<file path="config.mk">
export PLATFORM = sky130hd
export DESIGN_NAME = sfr_status_regs
export DESIGN_NICKNAME = d
export VERILOG_FILES = /design/src/hw/sfr_pkg.sv /design/src/hw/sfr_status_regs.sv
export VERILOG_INCLUDE_DIRS = /design/src /design/src/hw
export SDC_FILE = /design/constraint.sdc
export NUM_CORES = 1
export LEC_CHECK = 0
export ABC_AREA = 1
export CAP_MARGIN = 10
export CORE_UTILIZATION = 50
export CTS_CLUSTER_DIAMETER = 150
export DETAILED_ROUTE_END_ITERATION = 10
export DONT_BUFFER_PORTS = 1
export SLEW_MARGIN = 30
export SYNTH_ARGS = -nofsm -noshare
export SYNTH_HDL_FRONTEND = slang
export SYNTH_SLANG_ARGS = --single-unit
</file>
<file path="constraint.sdc">
create_clock -name clk -period 5.5 [get_ports clk]
set_input_delay 1.1 -clock clk [delete_from_list [all_inputs] [get_ports clk]]
set_output_delay 1.1 -clock clk [all_outputs]
set_load 0.01 [all_outputs]
</file>
<file path="src/hw/sfr_params.svh">
// constants for the status flag register block: offsets, bit positions, timing
`ifndef SFR_PARAMS_SVH
`define SFR_PARAMS_SVH

// ==========================================================================
// register offsets (7-bit spi address)
`define SFR_REG_IDLE_LOW   7'h00
`define SFR_REG_STATUS     7'h01
`define SFR_REG_RTOR       7'h25
`define SFR_REG_IDLE_HIGH  7'h7f

// ==========================================================================
// event_status bit positions
`define SFR_BIT_FAST       21
`define SFR_BIT_DCLOFF     20
`define SFR_BIT_LEADS_ON   11
`define SFR_BIT_R_EVENT    10
`define SFR_BIT_SAMPLE     9
`define SFR_BIT_PLL        8
`define SFR_BIT_DETAIL_LO  0

// ==========================================================================
// reset values and codes
`define SFR_FLAGS_RESET    24'h000000
`define SFR_IDLE_READ      24'h000000
`define SFR_LON_SEL_A      2'h1
`define SFR_LON_SEL_B      2'h2
`define SFR_RCLR_STATUS    2'h0
`define SFR_RCLR_RTOR      2'h1
`define SFR_RCLR_SELF      2'h2

// ==========================================================================
// spi framing and timing
`define SFR_CMD_LAST_BIT   5'h07
`define SFR_FRAME_LAST_BIT 5'h1f
`define SFR_CLK_FREQ_HZ    20000000
`define SFR_LOFF_TIME_MS   115
`define SFR_LOFF_CYCLES    (`SFR_LOFF_TIME_MS * (`SFR_CLK_FREQ_HZ / 1000))

`endif

</file>
<file path="src/hw/sfr_pkg.sv">
// types shared by the status flag register block
package sfr_pkg;
    // ======================================================================
    // spi frame states, one-hot
    typedef enum logic [3:0] {
        SFR_IDLE = 4'b0001,
        SFR_CMD  = 4'b0010,
        SFR_DATA = 4'b0100,
        SFR_DONE = 4'b1000
    } sfr_spi_state_t;
endpackage

</file>
<file path="src/hw/sfr_status_regs.sv">
// status flag register bank with its spi register slave
`timescale 1ns/10ps
`include "sfr_params.svh"

// Operation
// - idle register reads return all-zero data
// - idle register writes change nothing
// - status shows flags regardless of enable masks
// - event flags are active high
// - fast flag sets on fast mode entry
// - dc leadoff flag after condition exceeds 115ms
// - dc leadoff held until status read completes
// - leads-on flag reports detector leads-on condition
// - leads-on flag sets when select becomes 01/10
// - host status read clears flag, arms detection
// - leads-on flag held until status read completes
// - r event flag sets on new r wave
// - sample flag sets at chosen sample instants
// - pll flag only when powered and enabled
// - pll flag held until status read completes
// - four detail bits: ph, pl, nh, nl
// - detail bits set with dc leadoff flag
// - fast clear mode: level-held or read-cleared
// - r clear: status, rtor read, or self
// - sample clear: status read or quarter cycle
// - sample interval: every 1, 2, 4, 16
module sfr_status_regs #(
    parameter int LOFF_CYCLES = `SFR_LOFF_CYCLES   // lead-off qualify time in clocks
) (
    input  wire logic        clk,
    input  wire logic        rst,
    input  wire logic        csb_n,
    input  wire logic        sclk,
    input  wire logic        sdi,
    output logic             sdo,
    input  wire logic        fast_mode_active,
    input  wire logic        dc_leadoff_cond,
    input  wire logic [3:0]  leadoff_detail,
    input  wire logic        leads_on_cond,
    input  wire logic        r_wave_pulse,
    input  wire logic        sample_instant,
    input  wire logic        pll_unlocked,
    input  wire logic        pll_powered,
    input  wire logic        channel_enable,
    input  wire logic [1:0]  lowpower_leadson_select,
    input  wire logic        fast_flag_clear_mode,
    input  wire logic [1:0]  r_event_clear_mode,
    input  wire logic        sample_sync_clear_mode,
    input  wire logic [1:0]  sample_sync_interval,
    output logic [23:0]      event_status
);
    import sfr_pkg::*;

    // ======================================================================
    // spi slave state
    sfr_spi_state_t state_reg,  state_next;   // frame position
    logic           sclk_reg;                 // last sclk level, for edges
    logic [4:0]     bit_reg,    bit_next;     // rising edges seen this frame
    logic [7:0]     cmd_reg,    cmd_next;     // {address, read}
    logic [23:0]    tx_reg,     tx_next;      // outgoing data shifter
    logic [23:0]    snap_reg,   snap_next;    // status as reported this frame
    logic           sdo_reg,    sdo_next;     // serial output bit
    logic           sclk_rise;                // sclk went high
    logic           sclk_fall;                // sclk went low
    logic           status_read;              // status frame finished
    logic           rtor_read;                // r-to-r interval frame finished
    logic [6:0]     rx_addr;                  // address of the running frame
    logic           rx_read;                  // frame is a read

    assign sclk_rise = sclk & ~sclk_reg;
    assign sclk_fall = ~sclk & sclk_reg;
    assign rx_addr   = cmd_reg[7:1];
    assign rx_read   = cmd_reg[0];
    assign sdo       = sdo_reg;

    // next values of the frame decoder
    always_comb begin
        state_next  = state_reg;
        bit_next    = bit_reg;
        cmd_next    = cmd_reg;
        tx_next     = tx_reg;
        snap_next   = snap_reg;
        sdo_next    = sdo_reg;
        status_read = 1'b0;
        rtor_read   = 1'b0;
        if (csb_n) begin
            // deselect aborts any frame; a cut frame never clears flags
            state_next = SFR_IDLE;
            bit_next   = 5'h00;
            sdo_next   = 1'b0;
        end else begin
            case (state_reg)
                SFR_IDLE: begin
                    state_next = SFR_CMD;
                    bit_next   = 5'h00;
                end
                SFR_CMD: begin
                    if (sclk_rise) begin
                        cmd_next = {cmd_reg[6:0], sdi};
                        bit_next = bit_reg + 5'h01;
                        if (bit_reg == `SFR_CMD_LAST_BIT) begin
                            state_next = SFR_DATA;
                            // only the status register yields data here;
                            // idle registers and all others shift out zero
                            if (sdi && cmd_reg[6:0] == `SFR_REG_STATUS) begin
                                tx_next   = event_status;
                                snap_next = event_status;
                            end else begin
                                tx_next   = `SFR_IDLE_READ;
                                snap_next = `SFR_FLAGS_RESET;
                            end
                        end
                    end
                end
                SFR_DATA: begin
                    // output changes on falling sclk, host samples on rising
                    if (sclk_fall) begin
                        sdo_next = tx_reg[23];
                        tx_next  = {tx_reg[22:0], 1'b0};
                    end
                    if (sclk_rise) begin
                        bit_next = bit_reg + 5'h01;
                        // write data is shifted past and dropped
                        if (bit_reg == `SFR_FRAME_LAST_BIT) begin
                            state_next  = SFR_DONE;
                            status_read = rx_read && (rx_addr == `SFR_REG_STATUS);
                            rtor_read   = rx_read && (rx_addr == `SFR_REG_RTOR);
                        end
                    end
                end
                SFR_DONE: begin
                    // wait for deselect; extra clocks are ignored
                    sdo_next = 1'b0;
                end
                default: begin
                    state_next = SFR_IDLE;
                end
            endcase
        end
    end

    // frame decoder registers
    always_ff @(posedge clk or posedge rst) begin
        if (rst) begin
            state_reg <= SFR_IDLE;
            sclk_reg  <= 1'b0;
            bit_reg   <= 5'h00;
            cmd_reg   <= 8'h00;
            tx_reg    <= 24'h000000;
            snap_reg  <= 24'h000000;
            sdo_reg   <= 1'b0;
        end else begin
            state_reg <= state_next;
            sclk_reg  <= sclk;
            bit_reg   <= bit_next;
            cmd_reg   <= cmd_next;
            tx_reg    <= tx_next;
            snap_reg  <= snap_next;
            sdo_reg   <= sdo_next;
        end
    end

    // ======================================================================
    // event flags
    logic        fast_reg,    fast_next;      // fast recovery flag
    logic        fast_prev_reg;               // fast mode seen last cycle
    logic        dcl_reg,     dcl_next;       // dc lead-off flag
    logic [3:0]  detail_reg,  detail_next;    // detailed lead-off bits
    logic [22:0] loff_cnt_reg, loff_cnt_next; // lead-off persistence timer
    logic        lon_reg,     lon_next;       // leads-on flag
    logic        lon_arm_reg, lon_arm_next;   // leads-on detection armed
    logic [1:0]  lon_sel_reg;                 // select seen last cycle
    logic        rev_reg,     rev_next;       // r event flag
    logic        sample_sync_flag_reg,    sample_sync_flag_next;      // sample sync flag
    logic [3:0]  sample_sync_flag_div_reg, sample_sync_flag_div_next; // sample instant divider
    logic [19:0] since_reg,   since_next;     // clocks since last instant
    logic [19:0] period_reg,  period_next;    // last sample period in clocks
    logic        pll_reg,     pll_next;       // pll unlock flag
    logic [23:0] clr;                         // bits reported by a finished read
    logic        loff_qual;                   // condition held beyond the limit
    logic        fast_enter;                  // fast mode just engaged
    logic        lon_sel_on;                  // select asks for leads-on mode
    logic        sample_sync_flag_issue;                  // this instant raises the flag
    logic [3:0]  sample_sync_flag_mask;                   // divider wrap mask

    // a status read clears only bits it actually shipped, so a set after the
    // snapshot survives to the next read
    assign clr        = snap_reg & {24{status_read}};
    assign loff_qual  = dc_leadoff_cond && (loff_cnt_reg > 23'(LOFF_CYCLES));
    assign fast_enter = fast_mode_active & ~fast_prev_reg;
    assign lon_sel_on = (lowpower_leadson_select == `SFR_LON_SEL_A) ||
                        (lowpower_leadson_select == `SFR_LON_SEL_B);

    // divider mask per interval code
    always_comb begin
        case (sample_sync_interval)
            2'h0:    sample_sync_flag_mask = 4'h0;
            2'h1:    sample_sync_flag_mask = 4'h1;
            2'h2:    sample_sync_flag_mask = 4'h3;
            default: sample_sync_flag_mask = 4'hf;
        endcase
    end
    assign sample_sync_flag_issue = sample_instant && ((sample_sync_flag_div_reg & sample_sync_flag_mask) == 4'h0);

    // next values of all flags; a set always wins over a same-cycle clear
    always_comb begin
        // fast recovery flag
        if (fast_flag_clear_mode) begin
            fast_next = fast_enter | (fast_reg & ~clr[`SFR_BIT_FAST]);
        end else begin
            fast_next = fast_mode_active | (fast_reg & ~clr[`SFR_BIT_FAST]);
        end

        // lead-off timer saturates just past the limit
        if (!dc_leadoff_cond) begin
            loff_cnt_next = 23'h000000;
        end else if (!loff_qual) begin
            loff_cnt_next = loff_cnt_reg + 23'h000001;
        end else begin
            loff_cnt_next = loff_cnt_reg;
        end
        dcl_next    = loff_qual | (dcl_reg & ~clr[`SFR_BIT_DCLOFF]);
        detail_next = ({4{loff_qual}} & leadoff_detail) |
                      (detail_reg & ~clr[`SFR_BIT_DETAIL_LO +: 4]);

        // leads-on: entering the mode flags it and disarms detection
        lon_arm_next = lon_arm_reg;
        lon_next     = lon_reg;
        if (!lon_sel_on) begin
            lon_arm_next = 1'b0;
            lon_next     = lon_reg & ~clr[`SFR_BIT_LEADS_ON];
        end else if (lon_sel_reg != lowpower_leadson_select) begin
            lon_arm_next = 1'b0;
            lon_next     = 1'b1;
        end else begin
            if (status_read) begin
                lon_arm_next = 1'b1;
            end
            lon_next = (lon_arm_reg & leads_on_cond) |
                       (lon_reg & ~clr[`SFR_BIT_LEADS_ON]);
        end

        // r event flag with its three clear sources
        case (r_event_clear_mode)
            `SFR_RCLR_RTOR: rev_next = rev_reg & ~rtor_read;
            `SFR_RCLR_SELF: rev_next = rev_reg & ~sample_instant;
            default:        rev_next = rev_reg & ~clr[`SFR_BIT_R_EVENT]; // reserved acts as 00
        endcase
        rev_next = rev_next | r_wave_pulse;

        // sample period tracking for the quarter-cycle self clear
        if (sample_instant) begin
            since_next    = 20'h00000;
            period_next   = since_reg;
            sample_sync_flag_div_next = sample_sync_flag_div_reg + 4'h1;
        end else begin
            since_next    = (since_reg == 20'hfffff) ? since_reg : since_reg + 20'h00001;
            period_next   = period_reg;
            sample_sync_flag_div_next = sample_sync_flag_div_reg;
        end
        if (sample_sync_clear_mode) begin
            sample_sync_flag_next = sample_sync_flag_reg & ~(since_reg >= {2'h0, period_reg[19:2]});
        end else begin
            sample_sync_flag_next = sample_sync_flag_reg & ~clr[`SFR_BIT_SAMPLE];
        end
        sample_sync_flag_next = sample_sync_flag_next | sample_sync_flag_issue;

        // pll unlock only counts while the pll can lock at all
        pll_next = (pll_unlocked & pll_powered & channel_enable) |
                   (pll_reg & ~clr[`SFR_BIT_PLL]);
    end

    // flag registers
    always_ff @(posedge clk or posedge rst) begin
        if (rst) begin
            fast_reg      <= 1'b0;
            fast_prev_reg <= 1'b0;
            dcl_reg       <= 1'b0;
            detail_reg    <= 4'h0;
            loff_cnt_reg  <= 23'h000000;
            lon_reg       <= 1'b0;
            lon_arm_reg   <= 1'b0;
            lon_sel_reg   <= 2'h0;
            rev_reg       <= 1'b0;
            sample_sync_flag_reg      <= 1'b0;
            sample_sync_flag_div_reg  <= 4'h0;
            since_reg     <= 20'h00000;
            period_reg    <= 20'h00000;
            pll_reg       <= 1'b0;
        end else begin
            fast_reg      <= fast_next;
            fast_prev_reg <= fast_mode_active;
            dcl_reg       <= dcl_next;
            detail_reg    <= detail_next;
            loff_cnt_reg  <= loff_cnt_next;
            lon_reg       <= lon_next;
            lon_arm_reg   <= lon_arm_next;
            lon_sel_reg   <= lowpower_leadson_select;
            rev_reg       <= rev_next;
            sample_sync_flag_reg      <= sample_sync_flag_next;
            sample_sync_flag_div_reg  <= sample_sync_flag_div_next;
            since_reg     <= since_next;
            period_reg    <= period_next;
            pll_reg       <= pll_next;
        end
    end

    // ======================================================================
    // status word: raw flags, no enable masking, spare bits zero
    always_comb begin
        event_status                              = 24'h000000;
        event_status[`SFR_BIT_FAST]               = fast_reg;
        event_status[`SFR_BIT_DCLOFF]             = dcl_reg;
        event_status[`SFR_BIT_LEADS_ON]           = lon_reg;
        event_status[`SFR_BIT_R_EVENT]            = rev_reg;
        event_status[`SFR_BIT_SAMPLE]             = sample_sync_flag_reg;
        event_status[`SFR_BIT_PLL]                = pll_reg;
        event_status[`SFR_BIT_DETAIL_LO +: 4]     = detail_reg;
    end

endmodule // sfr_status_regs

</file>
=== Word-level counts from Yosys, hierarchy flattened ===
Cells that the tools add are included.

* $add $sub $neg: 4
* $lt $le $gt $ge: 2
* Eq/ne operators: 30
* Muxes and demuxes: 38
* Bitwise gates (word level): 41
* Reduce and logical (&&, ||, !) cells: 18

{| class="wikitable"
|+ Operator list
! cell !! number
|-
| 24-bit 2-to-1 mux || 3
|-
| 24-bit one-hot mux with 2 select lines || 1
|-
| 23-bit 2-to-1 mux || 2
|-
| 20-bit 2-to-1 mux || 2
|-
| 23-bit by 1-bit adder with 23-bit output (second input constant) || 1
|-
| 23-bit by 22-bit > comparator with 1-bit output (second input constant) || 1
|-
| 22-bit bitwise AND || 1
|-
| 22-bit 2-to-1 mux || 1
|-
| 20-bit by 1-bit adder with 20-bit output (second input constant) || 1
|-
| 20-bit equality test (second input constant) || 1
|-
| 20-bit by 18-bit >= comparator with 1-bit output || 1
|-
| 4-bit 2-to-1 mux || 5
|-
| 1-bit 2-to-1 mux || 17
|-
| 4-bit one-hot mux with 4 select lines || 1
|-
| 1-bit bitwise AND || 15
|-
| 3-bit != test (second input constant) || 5
|-
| 7-bit by 1-bit equality test with 1-bit output (second input constant) || 2
|-
| 1-bit inverter || 13
|-
| 4-bit bitwise AND || 3
|-
| 2-bit != test (second input constant) || 6
|-
| 4-bit one-hot mux with 3 select lines || 1
|-
| 5-bit 2-to-1 mux || 2
|-
| 5-bit one-hot mux with 2 select lines || 1
|-
| 5-bit AND reduction || 2
|-
| other kinds (28) || 45
|}

* Bits in registers: 146
* Bits of input ports: 25
* Output and inout port bits: 25

=== Longest topological paths before layout ===
Gate-level depths: netlist of the first run.

* Word-level depth: 12
* Depth in mapped cells: 13
* Gate-level depth less buffers: 13

=== Least setup slack after synthesis of the first run ===
No wires, ideal clock.

* Path type: input to register
* Start: in sclk
* End: reg tx_reg[0]
* Arrival: 1.926 ns
* Slack: 3.442 ns
* Cell stages on the path: 10
* Buffers on the path: 1
* Path through: inv_1 -> nor2_1 -> nand2_1 -> nand2_1 -> nand2_2 -> nor2_4 -> inv_2 -> buf_6 -> nand2_1 -> o31ai_1

* Word-level cells in the longest chain between the ends: 4

{| class="wikitable"
|+ Ends and longest elaborated chain
! element !! line !! source
|-
| start: declaration || sfr_status_regs.sv:33 || <nowiki>input wire logic sclk,</nowiki>
|-
| 1-bit inverter || sfr_status_regs.sv:71 || <nowiki>assign sclk_fall = ~sclk & sclk_reg;</nowiki>
|-
| 1-bit bitwise AND || sfr_status_regs.sv:71 ||
|-
| 2-bit != test (no line) || - ||
|-
| 5-bit AND reduction (no line) (*) || - ||
|-
| end signal: assignment || sfr_status_regs.sv:157 || <nowiki>tx_reg <= tx_next;</nowiki>
|-
| end: declaration || sfr_status_regs.sv:60 || <nowiki>logic [23:0] tx_reg, tx_next;</nowiki>
|}

Every way passes the cells marked *; elsewhere a longest branch is shown, timed or not.
A chain may end at the register's enable or synchronous reset.

=== Worst setup path after layout of the first run ===
* Start: reg loff_cnt_reg[19]
* End: reg loff_cnt_reg[2]

* Word-level cells in the longest chain between the ends: 3

{| class="wikitable"
|+ Ends and longest elaborated chain
! element !! line !! source
|-
| start: declaration || sfr_status_regs.sv:169 || <nowiki>logic [22:0] loff_cnt_reg, loff_cnt_next;</nowiki>
|-
| start signal: assignment || sfr_status_regs.sv:295 || <nowiki>loff_cnt_reg <= loff_cnt_next;</nowiki>
|-
| 23-bit by 22-bit > comparator with 1-bit output || sfr_status_regs.sv:189 || <nowiki>assign loff_qual = dc_leadoff_cond && (loff_cnt_reg > 23'(LOFF_CYCLES));</nowiki>
|-
| 1-bit logical AND || sfr_status_regs.sv:189 ||
|-
| 2-bit != test (no line) || - ||
|}

No other way between the ends.

==> results of run 1 <==
[power groups by stage]
stage / Combinational, mW / Clock [mW] / Sequential, mW
2_1_floorplan: 0.201 / 0 / 1.13
3_3_place_gp: 0.213 / 0 / 1.15
3_5_place_dp: 0.226 / 0 / 1.16
4_1_cts: 0.230 / 1.17 / 1.14
5_1_grt: 0.269 / 1.21 / 1.15
6_report: 0.226 / 1.15 / 1.14
[worst max path at each step]
stage,from,end,slack (ps)
after global placement,csb_n,snap_reg[3],2970
after global routing,loff_cnt_reg[19],loff_cnt_reg[5],3010
after CTS,csb_n,snap_reg[2],3310
after detailed placement,csb_n,snap_reg[2],2880
after floorplan,rst,bit_reg[0],880
final,loff_cnt_reg[19],loff_cnt_reg[2],3290
[critical path: cells and delay by family (launching register included)]
kind	cells	cell delay [ps]
and+or+nand+nor	6	1410
AOI/OAI and AO/OA	1	160
buffers and inverters	1	110
DFF	1	410
[routing by layer]
layer | vias up | GRT usage | wire length, um
li1 | 2994 | - | -
met1 | 2804 | 0.2938 | 7376
met2 | 115 | 0.3866 | 7676
met3 | 15 | 0.04013 | 587
met4 | 0 | 0.09070 | 193
met5 | - | 0 | 0
[layout by cell type, fill, tap and decap left out, drive strengths merged, types with 7 or more instances in the layout]
cell type and n:
nand2 288, dfrtp 131, inv 121, nor2 91, o21ai 83, nand3 70, ha 26, clkbuf 19
nor3 18, xor2 16, nand4 14, a21oi 14, conb 14, o22ai 11, a31oi 7, xnor2 7
clkinv 7
[kinds of logic (layout without fill, tap and decap cells)]
group	count (synthesis)	in the layout	synth area share
buffers and inverters	163	151	0.09836
AND/OR/NAND/NOR	488	488	0.2821
adder cells (fa/ha/maj)	26	26	0.04447
AO/OA/AOI/OAI	123	123	0.09528
flip-flops	132	132	0.4518
XOR/XNOR	23	23	0.02754
other	1	14	0.0005127
[metrics by stage]
stage          cell area, um2  hold slack [ps]
2_1_floorplan            7363            441.0
4_1_cts                  7928            474.3
3_3_place_gp             7325            458.9
5_1_grt                  7928            505.4
6_report                 7928            474.6
3_5_place_dp             7325            459.3
[cell type report]
class	count	area, um2
Clock buffer	19	452.9
Clock inverter	13	150.1
Fill cell	1308	6168
Inverter	118	447.9
Multi-Input combinational cell	674	3339
Sequential cell	132	3304
Tap cell	180	225.2
Timing Repair Buffer	1	7.507
==> qor.yml, run 1 <==
status: "complete, no violations"
via_per_inst: 5.214
holdPathStages: 2
synth_cells: 956
die_w_um: 123.0
grt_pass1_wl_um: 26940
p_comb_frac: 0.090
yosysMostFrequentCell: "nand2_1"
wire_per_inst_um: 13.93
ys_types: 37
worst_r2r_endpoint: "loff_cnt_reg[2]"
ys_seq_area_frac: 0.4518
critPathLaunchType: "flip-flop"
min-delay-start: "tx_reg[9]"
final_util: 0.5624
avgSynthCellArea_um2: 7.651
io_pins: 50
rsz0062_at_grt: "false"
clock-skew-final_ps: 7.635
dp_slack_ps: 2885
hold_end: "tx_reg[9]"
cts_max_level: 4
maxCapViolCount: 0
firstDrtPassIters: 5
die_area_mm2: 0.01512
grt_start_max_net_pins: 86
ir_worst_vdd_mv: 0.2149
synth-seq-cells: 132
worstSetupEndpointType: "flip-flop"
p_per_area_mw_per_mm2: 317.7
tightest_slew_ps: 787.0
final_nets: 995
tritoncts: "yes"
coreArea_mm2: 0.01410
critPathSlowestCell: "nand2_2"
drc_errors: 0
synth_area_leaders: "dfrtp_1 45%, nand2_1 14%, inv_1 5.8%, nand3_1 4.8%, o21ai_0 4.7%"
setup-tns-final_ps: 0
cp_slowest_stage_delay_ps: 450
postRouteAntennaNets: 0
cts.sinks: 132
p_leak_nw: 3.753
io_buffers: 0
dpl.hpwl_um: 11030
dr.first_iter.drc_count: 379
yosysTopAreaCellShare: 0.4482
syn_area_mm2: 0.007315
post_cts_resized: 0
ys.flop_type: "dfrtp_1"
synthTopCellsByCount: "281 x nand2_1, 131 x dfrtp_1, 113 x inv_1, 85 x nor2_1, 70 x nand3_1"
cts_inserted_buffers: 17
clockBufferDepth: 2
timing.rr.start: "loff_cnt_reg[19]"
worst-setup-path-type: "flip-flop to flip-flop"
regToRegSetupSlack_ps: 3290
drive_gt1_frac: 0.07106
cp_max_fo: 27
largest_register_ffs: 24
power_mw: 2.519
hold_viol_final: 0
swShare: 0.2667
grt_pass1_vias: 5770
vias: 5928
clkSlewWorstSetupHoldPaths_ps: 60
finalSetupViolCount: 0
antenna_found_initial: 0
period_minus_slack_ps: 2212
finalMaxSlewViolations: 0
crit_chain: "inv_1, nand3_1, nor3_1, o21ai_0, nand2_2, nand2_2, nand2_1, nand2_1"
initial_utilization: 0.5189
p_clk_frac: 0.458
die_h_um: 123.0
cts_setup_buffers: 0
antenna_cells: 0
overflow: 0
gp_congestion: 0.8863
synth-async-reset-ratio: 1.000
synth_edf_count: 0
setup_slack_ps: 3288
cts-root-buf: "clkbuf_16"
reg2reg_depth: 8
grt_use_total: 0.2298
finalNonFillerCells: 1137
hp-class: "flip-flop to flip-flop"
area_growth_pct: 8.382
dpl.cell_count: 1105
seqPwrFrac: 0.452
fmax_mhz: 452.1
clk_latency_ps: 420
fin_crit_sh: 0.4021
critPathArrivalTime_ps: 2520
num_rows: 43
postCtsHoldBufs: 0
wl_um: 15830
critPathRequiredTime_ps: 5810
yosys.area.top_type: "dfrtp_1"
power.internal_mw: 1.847
yosys_warnings: 0
slew_headroom: 0.4753
switching_power_mw: 0.6718
Note: power is estimated with default switching activity, not from simulation.
==> run 2, diff against run 1 <==
- clock period: 5.5 -> 2.2 ns (I/O delays scaled with it)
==> run 2 against run 1 <==
Compared with the run above: sequential power up 150%; clock skew grew 0.84 ps; worst hold slack got worse by 420 ps; global-route usage shrank 0.21 points; highest routed layer unchanged.
==> qor.yml, run 2 (synthesis gave the netlist of run 1 again) <==
timing.rr.start: "since_reg[1]"  # was loff_cnt_reg[19]
worst-setup-path-type: "flip-flop to flip-flop"  # unchanged
overflow: 0  # unchanged
layout_commonest_cell: "nand2_1"  # unchanged
wl_um: 16050  # was 15830 um
critPathArrivalTime_ps: 2220  # was 2520 ps
clock-skew-final_ps: 8.473  # was 7.635 ps
via_per_inst: 5.243  # was 5.214
vias: 6009  # was 5928
tritoncts: "yes"  # unchanged
rsz0062_at_grt: "false"  # unchanged
power_mw: 6.362  # was 2.519 mW
tightest_slew_ps: 718.9  # was 787.0 ps
multi_input_area_mm2: 0.003339  # unchanged
critPathRequiredTime_ps: 2470  # was 5810 ps
crit_top_cell: "nand3_1"
finalMaxSlewViolations: 0  # unchanged
firstDrtPassIters: 5  # unchanged
layout_common_cells: "281 x nand2_1, 131 x dfrtp_1, 112 x inv_1"  # unchanged
coreArea_mm2: 0.01410  # unchanged
seqCellArea_mm2: 0.003304  # unchanged
grt_use_total: 0.2276  # was 0.2298
cts-root-buf: "clkbuf_16"  # unchanged
finalSetupViolCount: 0  # unchanged
grt_start_max_net_pins: 133  # was 86
wire_per_inst_um: 14.01  # was 13.93 um
postCtsHoldBufs: 0  # unchanged
critPathLaunchType: "flip-flop"  # unchanged
period_minus_slack_ps: 1948  # was 2212 ps
final_nets: 1006  # was 995
die_h_um: 123.0  # unchanged
crit_chain: "ha_1, nand3_1, inv_1, nand2_1, nor2_1, nand3_1, nand3_1, o21ai_0"  # was inv_1, nand3_1, nor3_1, o21ai_0, nand2_2, nand2_2, nand2_1, nand2_1
critPathSlowestCell: "nand3_1"  # was nand2_2
status: "complete, no violations"  # unchanged
drive_gt1_frac: 0.07867  # was 0.07106
fmax_mhz: 513.4  # was 452.1 MHz
grt_pass1_wl_um: 26740  # was 26940 um
cts_max_level: 4  # unchanged
num_rows: 43  # unchanged
cts_inserted_buffers: 17  # unchanged
min-delay-start: "sclk"  # was tx_reg[9]
dr.first_iter.drc_count: 455  # was 379
maxCapViolCount: 0  # unchanged
cp_max_fo: 15  # was 27
dpl_cell_area_mm2: 0.007418  # was 0.007325 mm2
worst_r2r_endpoint: "since_reg[0]"  # was loff_cnt_reg[2]
holdPathStages: 0  # was 2
hold_end: "sclk_reg"  # was tx_reg[9]
worstSetupEndpointType: "flip-flop"  # unchanged
fin_crit_sh: 0.8854  # was 0.4021
fill_cells: 1292  # was 1308
initial_utilization: 0.5189  # unchanged
post_cts_resized: 0  # unchanged
setup-tns-final_ps: 0  # unchanged
hp-class: "input port to flip-flop"  # was flip-flop to flip-flop
slew_headroom: 0.5207  # was 0.4753
antenna_cells: 0  # unchanged
cts.sinks: 132  # unchanged
p_per_area_mw_per_mm2: 792.4  # was 317.7 mW/mm2
die_area_mm2: 0.01512  # unchanged
clkSlewWorstSetupHoldPaths_ps: 60  # about the same
grt_pass1_vias: 5646  # was 5770
ir_worst_vdd_mv: 0.6630  # was 0.2149 mV
reg2reg_depth: 8  # unchanged
cts_setup_buffers: 0  # unchanged
cp_slowest_stage_delay_ps: 410  # was 450 ps
die_w_um: 123.0  # unchanged
gp_congestion: 0.9016  # was 0.8863
io_pins: 50  # unchanged
antenna_found_initial: 0  # unchanged
drc_errors: 0  # unchanged
postRouteAntennaNets: 0  # unchanged
regToRegSetupSlack_ps: 250  # was 3290 ps
hold_viol_final: 0  # unchanged
largest_register_ffs: 24  # unchanged
p_leak_nw: 3.800  # was 3.753 nW
area_growth_pct: 9.767  # was 8.382%
clockBufferDepth: 2  # unchanged
dpl.hpwl_um: 11130  # was 11030 um
io_buffers: 0  # unchanged
clk_latency_ps: 410  # was 420 ps
final_cell_area_mm2: 0.008029  # was 0.007928 mm2
run 2: worst max-delay path by stage:
stage | startpoint | cells past startpoint | slack (ps) | endpoint
2_1_floorplan | rst | 1 | 120 | bit_reg[0]
3_3_place_gp | since_reg[1] | 8 | 380 | since_reg[1]
3_5_place_dp | since_reg[1] | 8 | 260 | since_reg[0]
4_1_cts | since_reg[1] | 8 | 250 | since_reg[0]
5_1_grt | since_reg[1] | 8 | 30 | since_reg[0]
6_report | since_reg[1] | 8 | 250 | since_reg[0]
run 2: metrics by stage:
stage / hold WS [ps] / instances / setup WS, ps / utilization
global route: 26.24 / 1146 / 34.34 / 0.5696
floorplan: 441.0 / 969 / 123.6 / -
global placement: 455.3 / 1116 / 384.7 / 0.5263
detailed placement: 458.7 / 1116 / 256.3 / 0.5263
CTS: 32.63 / 1146 / 248.1 / 0.5696
finish: 52.68 / 1146 / 252.1 / 0.5696
run 2: final cells by class:
cell class                 count  area share
sequential                   132      0.4116
clock buffer                  18     0.05345
tap                          180     0.02805
timing repair buffer          12     0.01278
multi-input combinational    674      0.4159
inverter                     118     0.05563
clock inverter                12     0.02260
run 2: critical path: cells and delay by family, from the launching register on:
| kind | cells | cell delay [ps] |
|---|---|---|
| AND/OR/NAND/NOR | 5 | 920 |
| adder cells (fa/ha/maj) | 1 | 260 |
| flip-flops | 1 | 390 |
| AO/OA/AOI/OAI | 1 | 100 |
| buffers and inverters | 1 | 140 |
run 2: routing by layer:
layer	wire length [um]	part of all wire	global-route usage	vias to the layer above
li1	-	-	-	3021
met3	603	0.038	0.04843	14
met2	7478	0.47	0.3655	135
met4	153	0.0095	0.05945	0
met5	0	0	0	-
met1	7814	0.49	0.3122	2839
run 2: power by group:
| group | total [mW] | leakage [nW] | internal, mW | switching [mW] |
|---|---|---|---|---|
| sequential | 2.84 | 1.75 | 2.68 | 0.160 |
| combinational | 0.567 | 1.76 | 0.198 | 0.369 |
| clock | 2.95 | 0.284 | 1.89 | 1.07 |
| total | 6.36 | 3.80 | 4.77 | 1.60 |
